## src/pkg/sad_cfg.svh

```systemverilog
// Purpose: Constants for the segment-select and scale-index-base decoder
// Assumes: Included by bare name; definitions only
// Notes:   Field positions are within the addressing-form and sib bytes
//
// How it works
// - Two-bit segment code maps 00 extra, 01 code, 10 stack, 11 data.
// - Three-bit code maps like narrow, 100 extra two, 101 extra three, 11x none.
// - Scale code 00 gives x1, 01 gives x2, 11 gives x8.
// - Index value times scale factor is one addend of the offset.
// - Index field picks gpr0..3, frame base, gpr6, gpr7; 100 means none.
// - No index adds nothing; nonzero scale then flags an undefined address.
// - Form bits come from addressing byte 7:6, base from sib byte 2:0.
// - When sib follows, take the sib byte and decode form with base.
// - Form 00: base plus index, data segment; base 100 stack, 101 dword.
// - Form 01: adds sign-extended byte; bases 100 and 101 use stack.
// - Form 10: adds dword displacement, segments as form 01.
// - Sib byte splits into scale, index and base fields.
// - Operand select 100 with form other than 11 means sib follows.
`ifndef SAD_CFG_SVH
`define SAD_CFG_SVH

// ==========================================================================
// Field positions
`define SAD_FORM_HI    7
`define SAD_FORM_LO    6
`define SAD_RM_HI      2
`define SAD_RM_LO      0
`define SAD_SCALE_HI   7
`define SAD_SCALE_LO   6
`define SAD_INDEX_HI   5
`define SAD_INDEX_LO   3
`define SAD_BASE_HI    2
`define SAD_BASE_LO    0

// ==========================================================================
// Codes
`define SAD_RM_SIB     3'h4
`define SAD_FORM_NODSP 2'h0
`define SAD_FORM_BYTE  2'h1
`define SAD_FORM_DWORD 2'h2
`define SAD_FORM_REG   2'h3
`define SAD_BASE_STACK 3'h4
`define SAD_BASE_FRAME 3'h5
`define SAD_INDEX_NONE 3'h4
`define SAD_SCALE_ONE  2'h0

// ==========================================================================
// Reset values and timing
`define SAD_RST_REG    3'h0
`define SAD_RST_FACTOR 4'h1
`define SAD_LATENCY    1

`endif

```

## src/pkg/sad_pkg.sv

```systemverilog
// Purpose: Types for the segment-select and scale-index-base decoder
// Assumes: Compiled before the design
// Notes:   Segment codes 0..3 equal the narrow field codes
package sad_pkg;
    typedef enum logic [2:0] {
        SAD_SEG_EXTRA       = 3'h0,
        SAD_SEG_CODE        = 3'h1,
        SAD_SEG_STACK       = 3'h2,
        SAD_SEG_DATA        = 3'h3,
        SAD_SEG_EXTRA_TWO   = 3'h4,
        SAD_SEG_EXTRA_THREE = 3'h5,
        SAD_SEG_NONE        = 3'h7
    } sad_seg_t;

    typedef enum logic [1:0] {
        SAD_DISP_NONE  = 2'h0,
        SAD_DISP_BYTE  = 2'h1,
        SAD_DISP_DWORD = 2'h2
    } sad_disp_t;
endpackage

```

## src/design/sad_decode.sv

```systemverilog
// Purpose: Segment-select and scale-index-base decode for address generation
// Assumes: Inputs come from decode logic on the same clock
// Notes:   One cycle from request to registered result
`timescale 1ns/100ps
`include "sad_cfg.svh"

module sad_decode
    import sad_pkg::*;
#(
    parameter int ADDR_W = 32
)(
    // Clock and reset
    input  wire logic                    ref_clk_i,
    input  wire logic                    reset_i,
    // Segment select fields
    input  wire logic [1:0]              seg_sel_narrow_i,
    input  wire logic [2:0]              seg_sel_wide_i,
    // Instruction bytes
    input  wire logic                    dec_valid_i,
    input  wire logic [7:0]              modrm_i,
    input  wire logic [7:0]              sib_i,
    input  wire logic [31:0]             disp_i,
    // Register file values, gpr0 in the low slot
    input  wire logic [7:0][ADDR_W-1:0]  gpr_i,
    // Segment results
    output sad_seg_t                     seg_narrow_o,
    output sad_seg_t                     seg_wide_o,
    output logic                         seg_wide_undef_o,
    // Address-generation results
    output logic                         sib_follows_o,
    output logic                         agen_valid_o,
    output sad_seg_t                     default_seg_o,
    output logic                         base_used_o,
    output logic [2:0]                   base_reg_o,
    output logic                         index_used_o,
    output logic [2:0]                   index_reg_o,
    output logic [3:0]                   scale_factor_o,
    output sad_disp_t                    disp_size_o,
    output logic [ADDR_W-1:0]            ea_offset_o,
    output logic                         ea_undef_o
);

    // ======================================================================
    // Elaboration check
    if (ADDR_W != 32)
    begin : g_bad_width
        $error("sad_decode: only 32-bit addressing is served");
    end

    // ======================================================================
    // Field extraction
    logic [1:0] form;
    logic [2:0] rm;
    logic [1:0] scale;
    logic [2:0] index;
    logic [2:0] base;

    assign form  = modrm_i[`SAD_FORM_HI:`SAD_FORM_LO];
    assign rm    = modrm_i[`SAD_RM_HI:`SAD_RM_LO];
    assign scale = sib_i[`SAD_SCALE_HI:`SAD_SCALE_LO];
    assign index = sib_i[`SAD_INDEX_HI:`SAD_INDEX_LO];
    assign base  = sib_i[`SAD_BASE_HI:`SAD_BASE_LO];

    // ======================================================================
    // Registers and next values
    sad_seg_t          seg_narrow_r,  seg_narrow_nxt;
    sad_seg_t          seg_wide_r,    seg_wide_nxt;
    logic              wide_undef_r,  wide_undef_nxt;
    logic              sib_r,         sib_nxt;
    logic              valid_r,       valid_nxt;
    sad_seg_t          dseg_r,        dseg_nxt;
    logic              base_used_r,   base_used_nxt;
    logic [2:0]        base_reg_r,    base_reg_nxt;
    logic              idx_used_r,    idx_used_nxt;
    logic [2:0]        idx_reg_r,     idx_reg_nxt;
    logic [3:0]        factor_r,      factor_nxt;
    sad_disp_t         disp_size_r,   disp_size_nxt;
    logic [ADDR_W-1:0] offset_r,      offset_nxt;
    logic              undef_r,       undef_nxt;

    // ======================================================================
    // Segment decode
    always_comb
    begin
        // Narrow codes share the enum encoding, so the cast is exact
        seg_narrow_nxt = sad_seg_t'({1'b0, seg_sel_narrow_i});
        wide_undef_nxt = 1'b0;
        unique case (seg_sel_wide_i)
            3'h0:    seg_wide_nxt = SAD_SEG_EXTRA;
            3'h1:    seg_wide_nxt = SAD_SEG_CODE;
            3'h2:    seg_wide_nxt = SAD_SEG_STACK;
            3'h3:    seg_wide_nxt = SAD_SEG_DATA;
            3'h4:    seg_wide_nxt = SAD_SEG_EXTRA_TWO;
            3'h5:    seg_wide_nxt = SAD_SEG_EXTRA_THREE;
            default:
            begin
                // Codes 110 and 111 select no segment
                seg_wide_nxt   = SAD_SEG_NONE;
                wide_undef_nxt = 1'b1;
            end
        endcase
    end

    // ======================================================================
    // Scale-index-base decode
    logic [1:0]        shift;
    logic [ADDR_W-1:0] base_val;
    logic [ADDR_W-1:0] scaled_idx;
    logic [ADDR_W-1:0] disp_val;

    always_comb
    begin
        sib_nxt   = (rm == `SAD_RM_SIB) && (form != `SAD_FORM_REG);
        valid_nxt = dec_valid_i && sib_nxt;

        unique case (scale)
            2'h0: shift = 2'h0;
            2'h1: shift = 2'h1;
            2'h2: shift = 2'h2;
            2'h3: shift = 2'h3;
        endcase
        factor_nxt = 4'h1 << shift;

        // Index code 100 selects nothing; others name the register slot
        idx_used_nxt = (index != `SAD_INDEX_NONE);
        idx_reg_nxt  = index;
        scaled_idx   = idx_used_nxt ? (gpr_i[index] << shift)
                                    : '0;
        undef_nxt    = !idx_used_nxt && (scale != `SAD_SCALE_ONE);

        base_used_nxt = 1'b1;
        base_reg_nxt  = base;
        dseg_nxt      = SAD_SEG_DATA;
        disp_size_nxt = SAD_DISP_NONE;
        unique case (form)
            `SAD_FORM_NODSP:
            begin
                if (base == `SAD_BASE_STACK)
                    dseg_nxt = SAD_SEG_STACK;
                if (base == `SAD_BASE_FRAME)
                begin
                    // Frame base slot is replaced by a dword displacement
                    base_used_nxt = 1'b0;
                    disp_size_nxt = SAD_DISP_DWORD;
                end
            end
            `SAD_FORM_BYTE:
            begin
                disp_size_nxt = SAD_DISP_BYTE;
                if (base == `SAD_BASE_STACK || base == `SAD_BASE_FRAME)
                    dseg_nxt = SAD_SEG_STACK;
            end
            `SAD_FORM_DWORD:
            begin
                disp_size_nxt = SAD_DISP_DWORD;
                if (base == `SAD_BASE_STACK || base == `SAD_BASE_FRAME)
                    dseg_nxt = SAD_SEG_STACK;
            end
            `SAD_FORM_REG:
            begin
                // Register form carries no memory operand
                base_used_nxt = 1'b0;
            end
        endcase

        base_val = base_used_nxt ? gpr_i[base] : '0;
        unique case (disp_size_nxt)
            SAD_DISP_BYTE:  disp_val = {{(ADDR_W-8){disp_i[7]}}, disp_i[7:0]};
            SAD_DISP_DWORD: disp_val = disp_i[ADDR_W-1:0];
            default:        disp_val = '0;
        endcase
        offset_nxt = base_val + scaled_idx + disp_val;
    end

    // ======================================================================
    // State registers
    always_ff @(posedge ref_clk_i)
    begin
        if (reset_i)
        begin
            seg_narrow_r <= SAD_SEG_EXTRA;
            seg_wide_r   <= SAD_SEG_EXTRA;
            wide_undef_r <= 1'b0;
            sib_r        <= 1'b0;
            valid_r      <= 1'b0;
            dseg_r       <= SAD_SEG_DATA;
            base_used_r  <= 1'b0;
            base_reg_r   <= `SAD_RST_REG;
            idx_used_r   <= 1'b0;
            idx_reg_r    <= `SAD_RST_REG;
            factor_r     <= `SAD_RST_FACTOR;
            disp_size_r  <= SAD_DISP_NONE;
            offset_r     <= '0;
            undef_r      <= 1'b0;
        end
        else
        begin
            seg_narrow_r <= seg_narrow_nxt;
            seg_wide_r   <= seg_wide_nxt;
            wide_undef_r <= wide_undef_nxt;
            sib_r        <= sib_nxt;
            valid_r      <= valid_nxt;
            // Address results hold between requests
            if (valid_nxt)
            begin
                dseg_r      <= dseg_nxt;
                base_used_r <= base_used_nxt;
                base_reg_r  <= base_reg_nxt;
                idx_used_r  <= idx_used_nxt;
                idx_reg_r   <= idx_reg_nxt;
                factor_r    <= factor_nxt;
                disp_size_r <= disp_size_nxt;
                offset_r    <= offset_nxt;
                undef_r     <= undef_nxt;
            end
        end
    end

    assign seg_narrow_o     = seg_narrow_r;
    assign seg_wide_o       = seg_wide_r;
    assign seg_wide_undef_o = wide_undef_r;
    assign sib_follows_o    = sib_r;
    assign agen_valid_o     = valid_r;
    assign default_seg_o    = dseg_r;
    assign base_used_o      = base_used_r;
    assign base_reg_o       = base_reg_r;
    assign index_used_o     = idx_used_r;
    assign index_reg_o      = idx_reg_r;
    assign scale_factor_o   = factor_r;
    assign disp_size_o      = disp_size_r;
    assign ea_offset_o      = offset_r;
    assign ea_undef_o       = undef_r;
endmodule // sad_decode

```

## config.mk

```make
export PLATFORM = sky130hd
export DESIGN_NAME = sad_decode
export DESIGN_NICKNAME = d
export VERILOG_FILES = /design/src/pkg/sad_pkg.sv /design/src/design/sad_decode.sv
export VERILOG_INCLUDE_DIRS = /design/src /design/src/pkg
export SDC_FILE = /design/constraint.sdc
export NUM_CORES = 1
export LEC_CHECK = 0
export BUFFER_PORTS_ARGS = -buffer_cell sky130_fd_sc_hd__buf_4
export CORE_ASPECT_RATIO = 1.1
export CORE_MARGIN = 2
export CORE_UTILIZATION = 30
export CTS_BUF_LIST = sky130_fd_sc_hd__clkbuf_16
export DETAILED_ROUTE_END_ITERATION = 7
export SLEW_MARGIN = 25
export SYNTH_ARGS = -nofsm -noshare
export SYNTH_HDL_FRONTEND = slang
export SYNTH_SLANG_ARGS = --single-unit
```

## constraint.sdc

```tcl
create_clock -name ref_clk_i -period 8.7 [get_ports ref_clk_i]
set_clock_uncertainty 0.05 [all_clocks]
set_input_delay 1.305 -clock ref_clk_i [delete_from_list [all_inputs] [get_ports ref_clk_i]]
set_output_delay 1.305 -clock ref_clk_i [all_outputs]
set_load 0.01 [all_outputs]
```

# Word-level counts from Yosys, hierarchy flattened
# Cells that the tools add are included.
[totals]
register_bits = 59
out_inout_bits = 59
word_cells = 67
[op_classes]
add_sub_neg = 2
order_cmp = 2
eq_ne = 18
n_shift = 2
mux = 17
n_reduce_logical = 11
[op_table]
columns = ["op", "count"]
rows = [
  ["32-bit binary-select mux with 3-bit select", 2],
  ["32-bit two-way mux", 4],
  ["32-bit adder", 2],
  ["32-bit case mux with 2 select lines", 1],
  ["32-bit by 2-bit left shift with 32-bit output", 1],
  ["3-bit case mux with 6 select lines", 1],
  ["3-bit equality test, second input constant", 5],
  ["2-bit equality test, second input constant", 5],
  ["3-bit by 4-bit < comparator with 1-bit output, second input constant", 2],
  ["2-bit case mux with 4 select lines", 1],
  ["2-bit by 1-bit equality test with 1-bit output, second input constant", 3],
  ["3-bit by 2-bit equality test with 1-bit output, second input constant", 2],
  ["2-bit case mux with 3 select lines", 1],
  ["6-bit OR reduction", 1],
  ["2-bit logical NOT", 2],
  ["1-bit two-way mux", 4],
  ["1-bit case mux with 2 select lines", 2],
  ["1-bit by 2-bit left shift with 4-bit output, first input constant", 1],
  ["3-bit by 1-bit equality test with 1-bit output, second input constant", 1],
  ["1-bit logical AND", 3],
  ["3-bit logical NOT", 1],
  ["3-bit != test, second input constant", 1],
  ["2-bit two-way mux", 1],
  ["2-bit != test, second input constant", 1],
  ["4 further kinds", 4],
]

# Longest topological paths before layout
# Gate-level depths: netlist of the first run.
[depth]
ltp_word = 6
mapped_depth = 20
mapped_depth_nobuf = 18

# Worst setup path before layout of the first run
# OpenSTA, ideal clock, no wires.
[synth_timing]
path_kind = "input to register"
from = "input port sib_i[0]"
to = "register offset_r[29], in the netlist ea_offset_o[29]"
setup_ns = 0.070
arrival_time_ns = 5.674
required_ns = 8.580
setup_slack_ns = 2.906
stages = 16
path_cell_list = "buf_1 -> buf_1 -> mux4_2 -> mux2i_1 -> nor2_1 -> fa_1 -> ha_1 -> fa_1 -> a211oi_1 -> o21ai_1 -> and3_1 -> nor3_2 -> o21ai_1 -> a311o_1 -> o311a_1 -> a21oi_1"
[synth_via]
elab_chain_len = 6
elab_cells_between_ends = 13
classes_between = "add/sub (2); eq/ne (3); mux (8)"
[synth_rtl]
columns = ["item", "line", "source"]
rows = [
  ["start, declared", "sad_decode.sv:21", "input wire logic [7:0] sib_i,"],
  ["3-bit equality test (no line)", "n/a", ""],
  ["1-bit two-way mux or 2-bit two-way mux (tied branches)", "sad_decode.sv:140", "if (base == `SAD_BASE_FRAME)"],
  ["1-bit case mux with 2 select lines or 2-bit case mux with 3 select lines (tied branches)", "sad_decode.sv:135", "unique case (form)"],
  ["32-bit two-way mux, or another cell as far along", "sad_decode.sv:166", "base_val = base_used_nxt ? gpr_i[base] : '0;"],
  ["32-bit adder or 32-bit case mux with 2 select lines (tied branches)", "sad_decode.sv:172, sad_decode.sv:167", ""],
  ["32-bit adder (*)", "sad_decode.sv:172", "offset_nxt = base_val + scaled_idx + disp_val;"],
  ["end signal, assigned", "sad_decode.sv:213", "offset_r <= offset_nxt;"],
  ["end, declared", "sad_decode.sv:78", "logic [ADDR_W-1:0] offset_r, offset_nxt;"],
]
# Every way passes the cells marked *; elsewhere a longest branch is shown, timed or not. The select of a mux whose other input is x is not followed.
# A chain may end at the register's enable or synchronous reset.

# Final worst setup path of the first run
[layout_timing]
from = "input port sib_i[3]"
to = "register offset_r[29], in the netlist ea_offset_o[29]"
[layout_via]
elab_chain_len = 6
elab_cells_between_ends = 7
classes_between = "add/sub (2); eq/ne (1); shift (1); mux (3)"
[layout_rtl]
columns = ["item", "line", "source"]
rows = [
  ["32-bit binary-select mux with 3-bit select", "sad_decode.sv:127", "scaled_idx = idx_used_nxt ? (gpr_i[index] << shift)"],
  ["32-bit two-way mux (not written as such)", "sad_decode.sv:127", ""],
  ["32-bit by 2-bit left shift with 32-bit output", "sad_decode.sv:127", ""],
  ["32-bit two-way mux (*)", "sad_decode.sv:127", ""],
  ["32-bit adder (*) (2 in series)", "sad_decode.sv:172", ""],
]
# Marked as above.

==> impl_metrics.csv, run 1 <==
group,metric,value,unit
sta,fmax,153,MHz
yosys,synth_most_common_cell,"nand2_1",
yosys,synth_area,9230,um^2
worst_setup_path,crit_type,"primary input to flop",
worst_setup_path,arrival,6.74,ns
floorplan,ios,371,
global_route,grt_pass1_wl,53700,um
yosys,yosys_warnings,0,
routing,vias,8985,
cts,cts_setup_buffers,0,
power,clkPwrFrac,0.137,
cts,ctsHoldBuffers,0,
flow_run,drv_cap,0,
cts,cts_buffers,5,
power,p_sw,0.681,mW
min_path,hold_path_class,"flop to flop",
worst_setup_path,crit_path_max_incr_delay,0.59,ns
worst_setup_path,crit_path_end_kind,"flop",
yosys,synth_seq_cells,56,
placed_design,place.gp.congestion,0.889,
power,seqPwrFrac,0.175,
worst_setup_path,crit_fanout,40,
global_route,grt_overflow,0,
yosys,synth_compound_area_frac,0.135,
yosys,synth_xor_area_frac,0.0152,
placed_design,port_buffers,364,
global_route,grt_pass1_vias,9144,
cts,path_clk_slew,0.09,ns
yosys,synthCells,1001,
yosys,ys_types,58,
global_route,grt_max_degree,64,
yosys,synth_edf_count,0,
sta,hold_viol_final,0,
power,powerDensity,125,nW/um^2
power,comb_power_share,0.688,
yosys,synth_fa_ha_area_frac,0.117,
routing,antenna_left,0,
cells_and_area,drive_gt1_frac,0.426,
routing,wl,35600,um
sta,fin_crit_sh,0.753,
cells_and_area,area_growth,34.3,%
routing,drc_errors,0,
yosys,synth_top_family_by_area,"multiplexers",
cts,cts_buffer_depth,2,
worst_setup_path,required,8.89,ns
routing,first_pass_iters,5,
floorplan,die_w,171,um
worst_setup_path,cpMaxStageDelayCell,"nand2b_1",
floorplan,initial_core_util,0.304,
cells_and_area,nets,1682,
yosys,synthArstFlopShare,0,
cts,clock_latency,0.30,ns
sta,slew_headroom,0.353,
sta,min_period,6.55,ns
yosys,yosys.area.top_type,"mux4_2",
routing,drt_iter0_markers,502,
floorplan,dieHeight,188,um
global_route,antenna_found_initial,5,
run_status,outcome,"completed",
sta,finalSetupTns,0,ns
power,leakage,5.61,nW
yosys,synth_area_leaders,"mux4_2 (31%), dfxtp_1 (12%), nand2_1 (7.1%)",
yosys,synth_common_cells,"nand2_1 (174), mux4_2 (129), a21oi_1 (77)",
sta,tightest_slew,0.970,ns
power,vdd_drop_max,0.0000885,V
yosys,yosysTopAreaCellShare,0.315,
cts,cts_resized,0,
yosys,synth-seq-area-share,0.121,
worst_setup_path,critical_path.cell_chain,"buf_4 > nor2_1 > nand2_1 > nand2b_1 > or2_2 > fa_1 > inv_1 > ha_1 > fa_1 > a211oi_1 > o21ai_1 > and3_1 > nor3_2 > o21ai_1 > a311o_1 > o311a_1 > a21oi_1",
cts,cts.sinks,56,
cts,cts_tree,"yes",
floorplan,num_rows,67,
worst_setup_path,worstSetupStartpointType,"primary input",
sta,setup_violations,0,
yosys,synth_ff_type,"dfxtp_1",
cells_and_area,fin_util,0.409,
yosys,avgSynthCellArea,9.22,um^2
cts,root_buffer,"clkbuf_16",
power,p_int,0.873,mW
yosys,synth-simple-area-share,0.150,
sta,slew_violations,0,
floorplan,core,30300,um^2
placed_design,dpl.hpwl,29700,um
yosys,synthMuxAreaShare,0.395,
routing,via_per_inst,5.22,
global_route,grt_util_all_layers,0.216,
power,swShare,0.438,
cts,h-tree-depth,2,
sta,rsz0062_at_grt,"false",
floorplan,die_area,32200,um^2
routing,wl_per_cell,20.7,um
-- cell families after synthesis --
logic type                 Yosys count
other                                2
buffers and inverters              154
AOI/OAI and AO/OA                  195
adders and majority gates           67
and+or+nand+nor                    312
muxes                              199
DFF                                 56
xor gates and xnor gates            16
-- state kept, by name, summed over array words and instances (netlist names) --
signal and flops:
index_reg_o 3, scale_factor_o 4, ea_offset_o 32, seg_wide_o 3, sib_follows_o 1, agen_valid_o 1
base_used_o 1, ea_undef_o 1, base_reg_o 3, seg_narrow_o 2, disp_size_o 2, seg_wide_undef_o 1
default_seg_o 1, index_used_o 1
-- placed cells by master (no fill, tap or decap), types with 4 or more instances in the layout --
master     count
buf_4        375
nand2_1      173
mux4_2       129
a21oi_1       77
inv_1         73
dfxtp_1       56
nor2_1        39
mux2i_1       36
ha_1          35
mux2_2        34
fa_1          32
o21ai_0       31
nand3_1       26
o22a_1        24
nor3_1        17
a21o_1        16
nor2b_1       12
xnor2_1       12
and3_1        10
or3_1          7
and2_1         6
o211ai_1       6
o21a_1         5
clkbuf_16      5
diode_2        4
or2_2          4
o22ai_1        4
o21bai_1       4
xor2_1         4
-- critical path, delay by kind of cell --
family / cells / cell delay [ns]
adder cells (fa/ha/maj): 3 / 1.13
AO/OA/AOI/OAI: 6 / 1.56
AND/OR/NAND/NOR: 6 / 2.05
buffers and inverters: 2 / 0.62
-- power by group through the flow --
stage	Combinational, mW	Sequential [mW]	Clock (mW)
6_report	1.07	0.272	0.213
5_1_grt	1.18	0.274	0.230
3_3_place_gp	1.05	0.278	0
4_1_cts	1.07	0.272	0.221
2_1_floorplan	0.712	0.283	0
3_5_place_dp	1.06	0.278	0
-- stage by stage --
step                std cells  worst slack [ns]  hold slack, ns  total power [mW]  instance area (um^2)
floorplan                1002              2.91           0.426             0.995                  9240
global placement         1710              1.95           0.391              1.33                 12200
detailed placement       1710              1.83           0.396              1.34                 12200
CTS                      1718              2.17           0.406              1.56                 12400
global route             1722              1.73           0.422              1.68                 12400
finish                   1722              2.15           0.403              1.55                 12400
-- worst paths after layout --
check                  start         endpoint  slack, ns  cells after the start
min           ea_offset_o[5]   ea_offset_o[5]       0.40                      2
min reg2reg   ea_offset_o[5]   ea_offset_o[5]       0.40                      2
max reg2reg  ea_offset_o[29]  ea_offset_o[29]       7.77                      3
max                 sib_i[3]  ea_offset_o[29]       2.15                     17
-- metal layers --
metal / routed length (um) / global-route usage / share of wire / vias to the layer above
met5: 10 / 0 / 0.00028 / -
li1: - / - / - / 4315
met4: 570 / 0.0528 / 0.016 / 2
met1: 15400 / 0.290 / 0.43 / 4312
met2: 17500 / 0.366 / 0.49 / 327
met3: 2100 / 0.0327 / 0.059 / 29
-- final cells by class --
class | count | area, um^2
antenna | 4 | 10.0
fill | 3114 | 17900
clock inverter | 3 | 25.0
clock buffer | 5 | 125
tap | 414 | 518
inverter | 73 | 274
multi-input combinational | 792 | 7510
timing repair buffer | 375 | 2820
sequential | 56 | 1120
Power figures use the tool's default switching activity.
==> run 2: changes to the inputs <==
Settings changed: ABC_AREA set to 1.
Clock period 8.7 ns to 5.9 ns, I/O delays scaled along.
==> run 2 against run 1 <==
  * Clock power up 46%
  * Synthesized cell count rose by 84%
  * Critical path depth grew 7
  * Flip-flop and latch count unchanged
  * Via count increased by 50%
  * Critical endpoint is now ea_offset_o[28]
  * Highest routed layer is now met4
==> impl_metrics.csv, run 2 <==
group,metric,value,unit
run_status,outcome,"completed",
cts,root_buffer,"clkbuf_16",
routing,drt_iter0_markers,1117,
floorplan,ios,371,
floorplan,die_area,35900,um^2
power,powerDensity,174,nW/um^2
yosys,synth_top_family_by_area,"compound AO/OA/AOI/OAI gates",
min_path,hold_path_class,"flop to flop",
yosys,synth_common_cells,"o21ai_0 (312), inv_1 (293), nand2_1 (250)",
cts,clock_latency,0.31,ns
power,vdd_drop_max,0.000103,V
worst_setup_path,r2r-start,"ea_offset_o[27]",
global_route,grt_pass1_vias,12700,
yosys,synth_area_leaders,"o21ai_0 (15%), dfxtp_1 (11%), inv_1 (11%)",
floorplan,initial_core_util,0.304,
cts,h-tree-depth,2,
worst_setup_path,crit_path_end_kind,"flop",
sta,worst_slack,0.911,ns
yosys,ys_types,42,
floorplan,dieHeight,199,um
cells_and_area,nets,2493,
routing,antenna_left,0,
global_route,grt_util_all_layers,0.254,
yosys,yosys.area.top_type,"o21ai_0",
floorplan,core,34000,um^2
placed_design,place.gp.congestion,0.920,
routing,via_per_inst,5.27,
yosys,synth_seq_cells,56,
floorplan,num_rows,71,
cells_and_area,fillers,3755,
routing,wl,47600,um
min_path,min_from,"ea_offset_o[2]",
global_route,grt_pass1_wl,71600,um
flow_run,drv_cap,0,
yosys,synth_fa_ha_area_frac,0.104,
sta,rsz0062_at_grt,"false",
sta,tightest_slew,0.836,ns
cts,cts_tree,"yes",
yosys,synth_xor_area_frac,0.0110,
cts,path_clk_slew,0.07,ns
yosys,avgSynthCellArea,5.61,um^2
cts,ctsHoldBuffers,0,
worst_setup_path,worstSetupStartpointType,"primary input",
cts,cts_setup_buffers,0,
sta,fin_crit_sh,0.846,
sta,setup_violations,0,
sta,hold_viol_final,0,
yosys,yosysTopAreaCellShare,0.151,
yosys,synthMuxAreaShare,0.00969,
routing,first_pass_iters,7,
yosys,synthCells,1842,
sta,finalSetupTns,0,ns
cells_and_area,final_common_cell,"buf_4",
power,leakage,6.93,nW
global_route,grt_overflow,0,
worst_setup_path,required,6.06,ns
placed_design,dpl.hpwl,38700,um
cts,cts_buffer_depth,2,
routing,wl_per_cell,18.6,um
yosys,synthArstFlopShare,0,
yosys,synth_most_common_cell,"o21ai_0",
worst_setup_path,crit_start,"sib_i[4]",
cts,cts_buffers,5,
yosys,synth_area,10300,um^2
sta,slew_violations,0,
placed_design,port_buffers,364,
yosys,synth_edf_count,0,
routing,vias,13500,
floorplan,die_w,181,um
worst_setup_path,crit_fanout,30,
cts,cts.sinks,56,
global_route,antenna_found_initial,6,
global_route,grt_max_degree,97,
yosys,synth_compound_area_frac,0.378,
yosys,synth-seq-area-share,0.109,
sta,min_period,4.99,ns
yosys,yosys_warnings,0,
cts,cts_resized,0,
cells_and_area,layout_common_cells,"buf_4 (386), o21ai_0 (312), inv_1 (292), nand2_1 (250), a21oi_1 (208)",
routing,drc_errors,0,
worst_setup_path,arrival,5.15,ns
placed_design,post-place-ws,0.641,ns
cells_and_area,drive_gt1_frac,0.199,
yosys,synth-simple-area-share,0.216,
cells_and_area,area_growth,30.4,%
sta,slew_headroom,0.442,
cells_and_area,largest_reg_flops,32,
yosys,synth_ff_type,"dfxtp_1",
worst_setup_path,crit_type,"primary input to flop",
sta,fmax,200,MHz
==> run 2: cell types whose count changed after synthesis, moves of 80 or more <==
cell,previous run,this run
nand3_1,26,106
inv_1,73,293
a21oi_1,77,208
o21ai_0,31,312
nor2_1,40,169
mux4_2,129,0
==> run 2: area by class of cell <==
type | count | area (um^2) | area share
Clock buffer | 5 | 125 | 0.00929
Antenna cell | 6 | 15.0 | 0.00111
Tap cell | 438 | 548 | 0.0407
Timing Repair Buffer | 394 | 3060 | 0.227
Multi-Input combinational cell | 1357 | 7450 | 0.553
Inverter | 300 | 1130 | 0.0836
Clock inverter | 3 | 27.5 | 0.00204
Sequential cell | 56 | 1120 | 0.0832
==> run 2: logic make-up (layout without fill, tap and decap cells) <==
logic type,Yosys count,after routing
AO/OA/AOI/OAI,719,719
XOR/XNOR,13,13
adder cells (fa/ha/maj),67,67
buffers and inverters,430,702
flip-flops,56,56
multiplexers,10,10
other,2,9
AND/OR/NAND/NOR,545,545
==> run 2: worst max-delay path, stage by stage <==
cell     delay, ns
buf_4         0.32
inv_1         0.28
buf_4         0.29
a21oi_1       0.13
o21ai_0       0.10
nand3_1       0.10
o21a_1        0.19
nor2_1        0.05
a31oi_1       0.28
a21oi_1       0.17
fa_1          0.53
inv_1         0.07
ha_1          0.29
nand3_1       0.08
nand3_1       0.10
a21oi_1       0.36
o21ai_1       0.20
a21o_1        0.24
nand2_1       0.09
nand2_1       0.05
nand2_1       0.05
nand3_1       0.13
nand2_1       0.10
inv_1         0.04
==> run 2: routing by layer <==
layer | up-vias | routed length, um | track usage
met5 | - | 0 | 0
li1 | 6654 | - | -
met1 | 6144 | 20200 | 0.332
met4 | 0 | 1430 | 0.0878
met3 | 66 | 4180 | 0.0520
met2 | 614 | 21900 | 0.416
==> run 2: through the flow <==
stage | power [mW] | cell area, um^2 | hold slack [ns] | utilization | instances
floorplan | 1.46 | 10300 | 0.434 | - | 1843
global placement | 2.02 | 13300 | 0.406 | 0.391 | 2545
finish | 2.35 | 13500 | 0.416 | 0.396 | 2559
CTS | 2.35 | 13500 | 0.421 | 0.396 | 2553
detailed placement | 2.03 | 13300 | 0.409 | 0.391 | 2545
global route | 2.58 | 13500 | 0.439 | 0.396 | 2558
==> run 2: power breakdown <==
group / switching [mW] / leakage, nW / total (mW) / internal, mW
Clock: 0.150 / 0.0720 / 0.311 / 0.161
Combinational: 1.02 / 6.41 / 1.64 / 0.616
Sequential: 0.00581 / 0.455 / 0.396 / 0.390
Total: 1.18 / 6.93 / 2.35 / 1.17
==> run 2: final timing paths <==
check                         end  slack, ns  cells past startpoint
hold reg to reg    ea_offset_o[2]       0.42                      2
hold / removal     ea_offset_o[2]       0.42                      2
setup reg to reg  ea_offset_o[27]       5.09                      3
setup / recovery  ea_offset_o[28]       0.91                     24
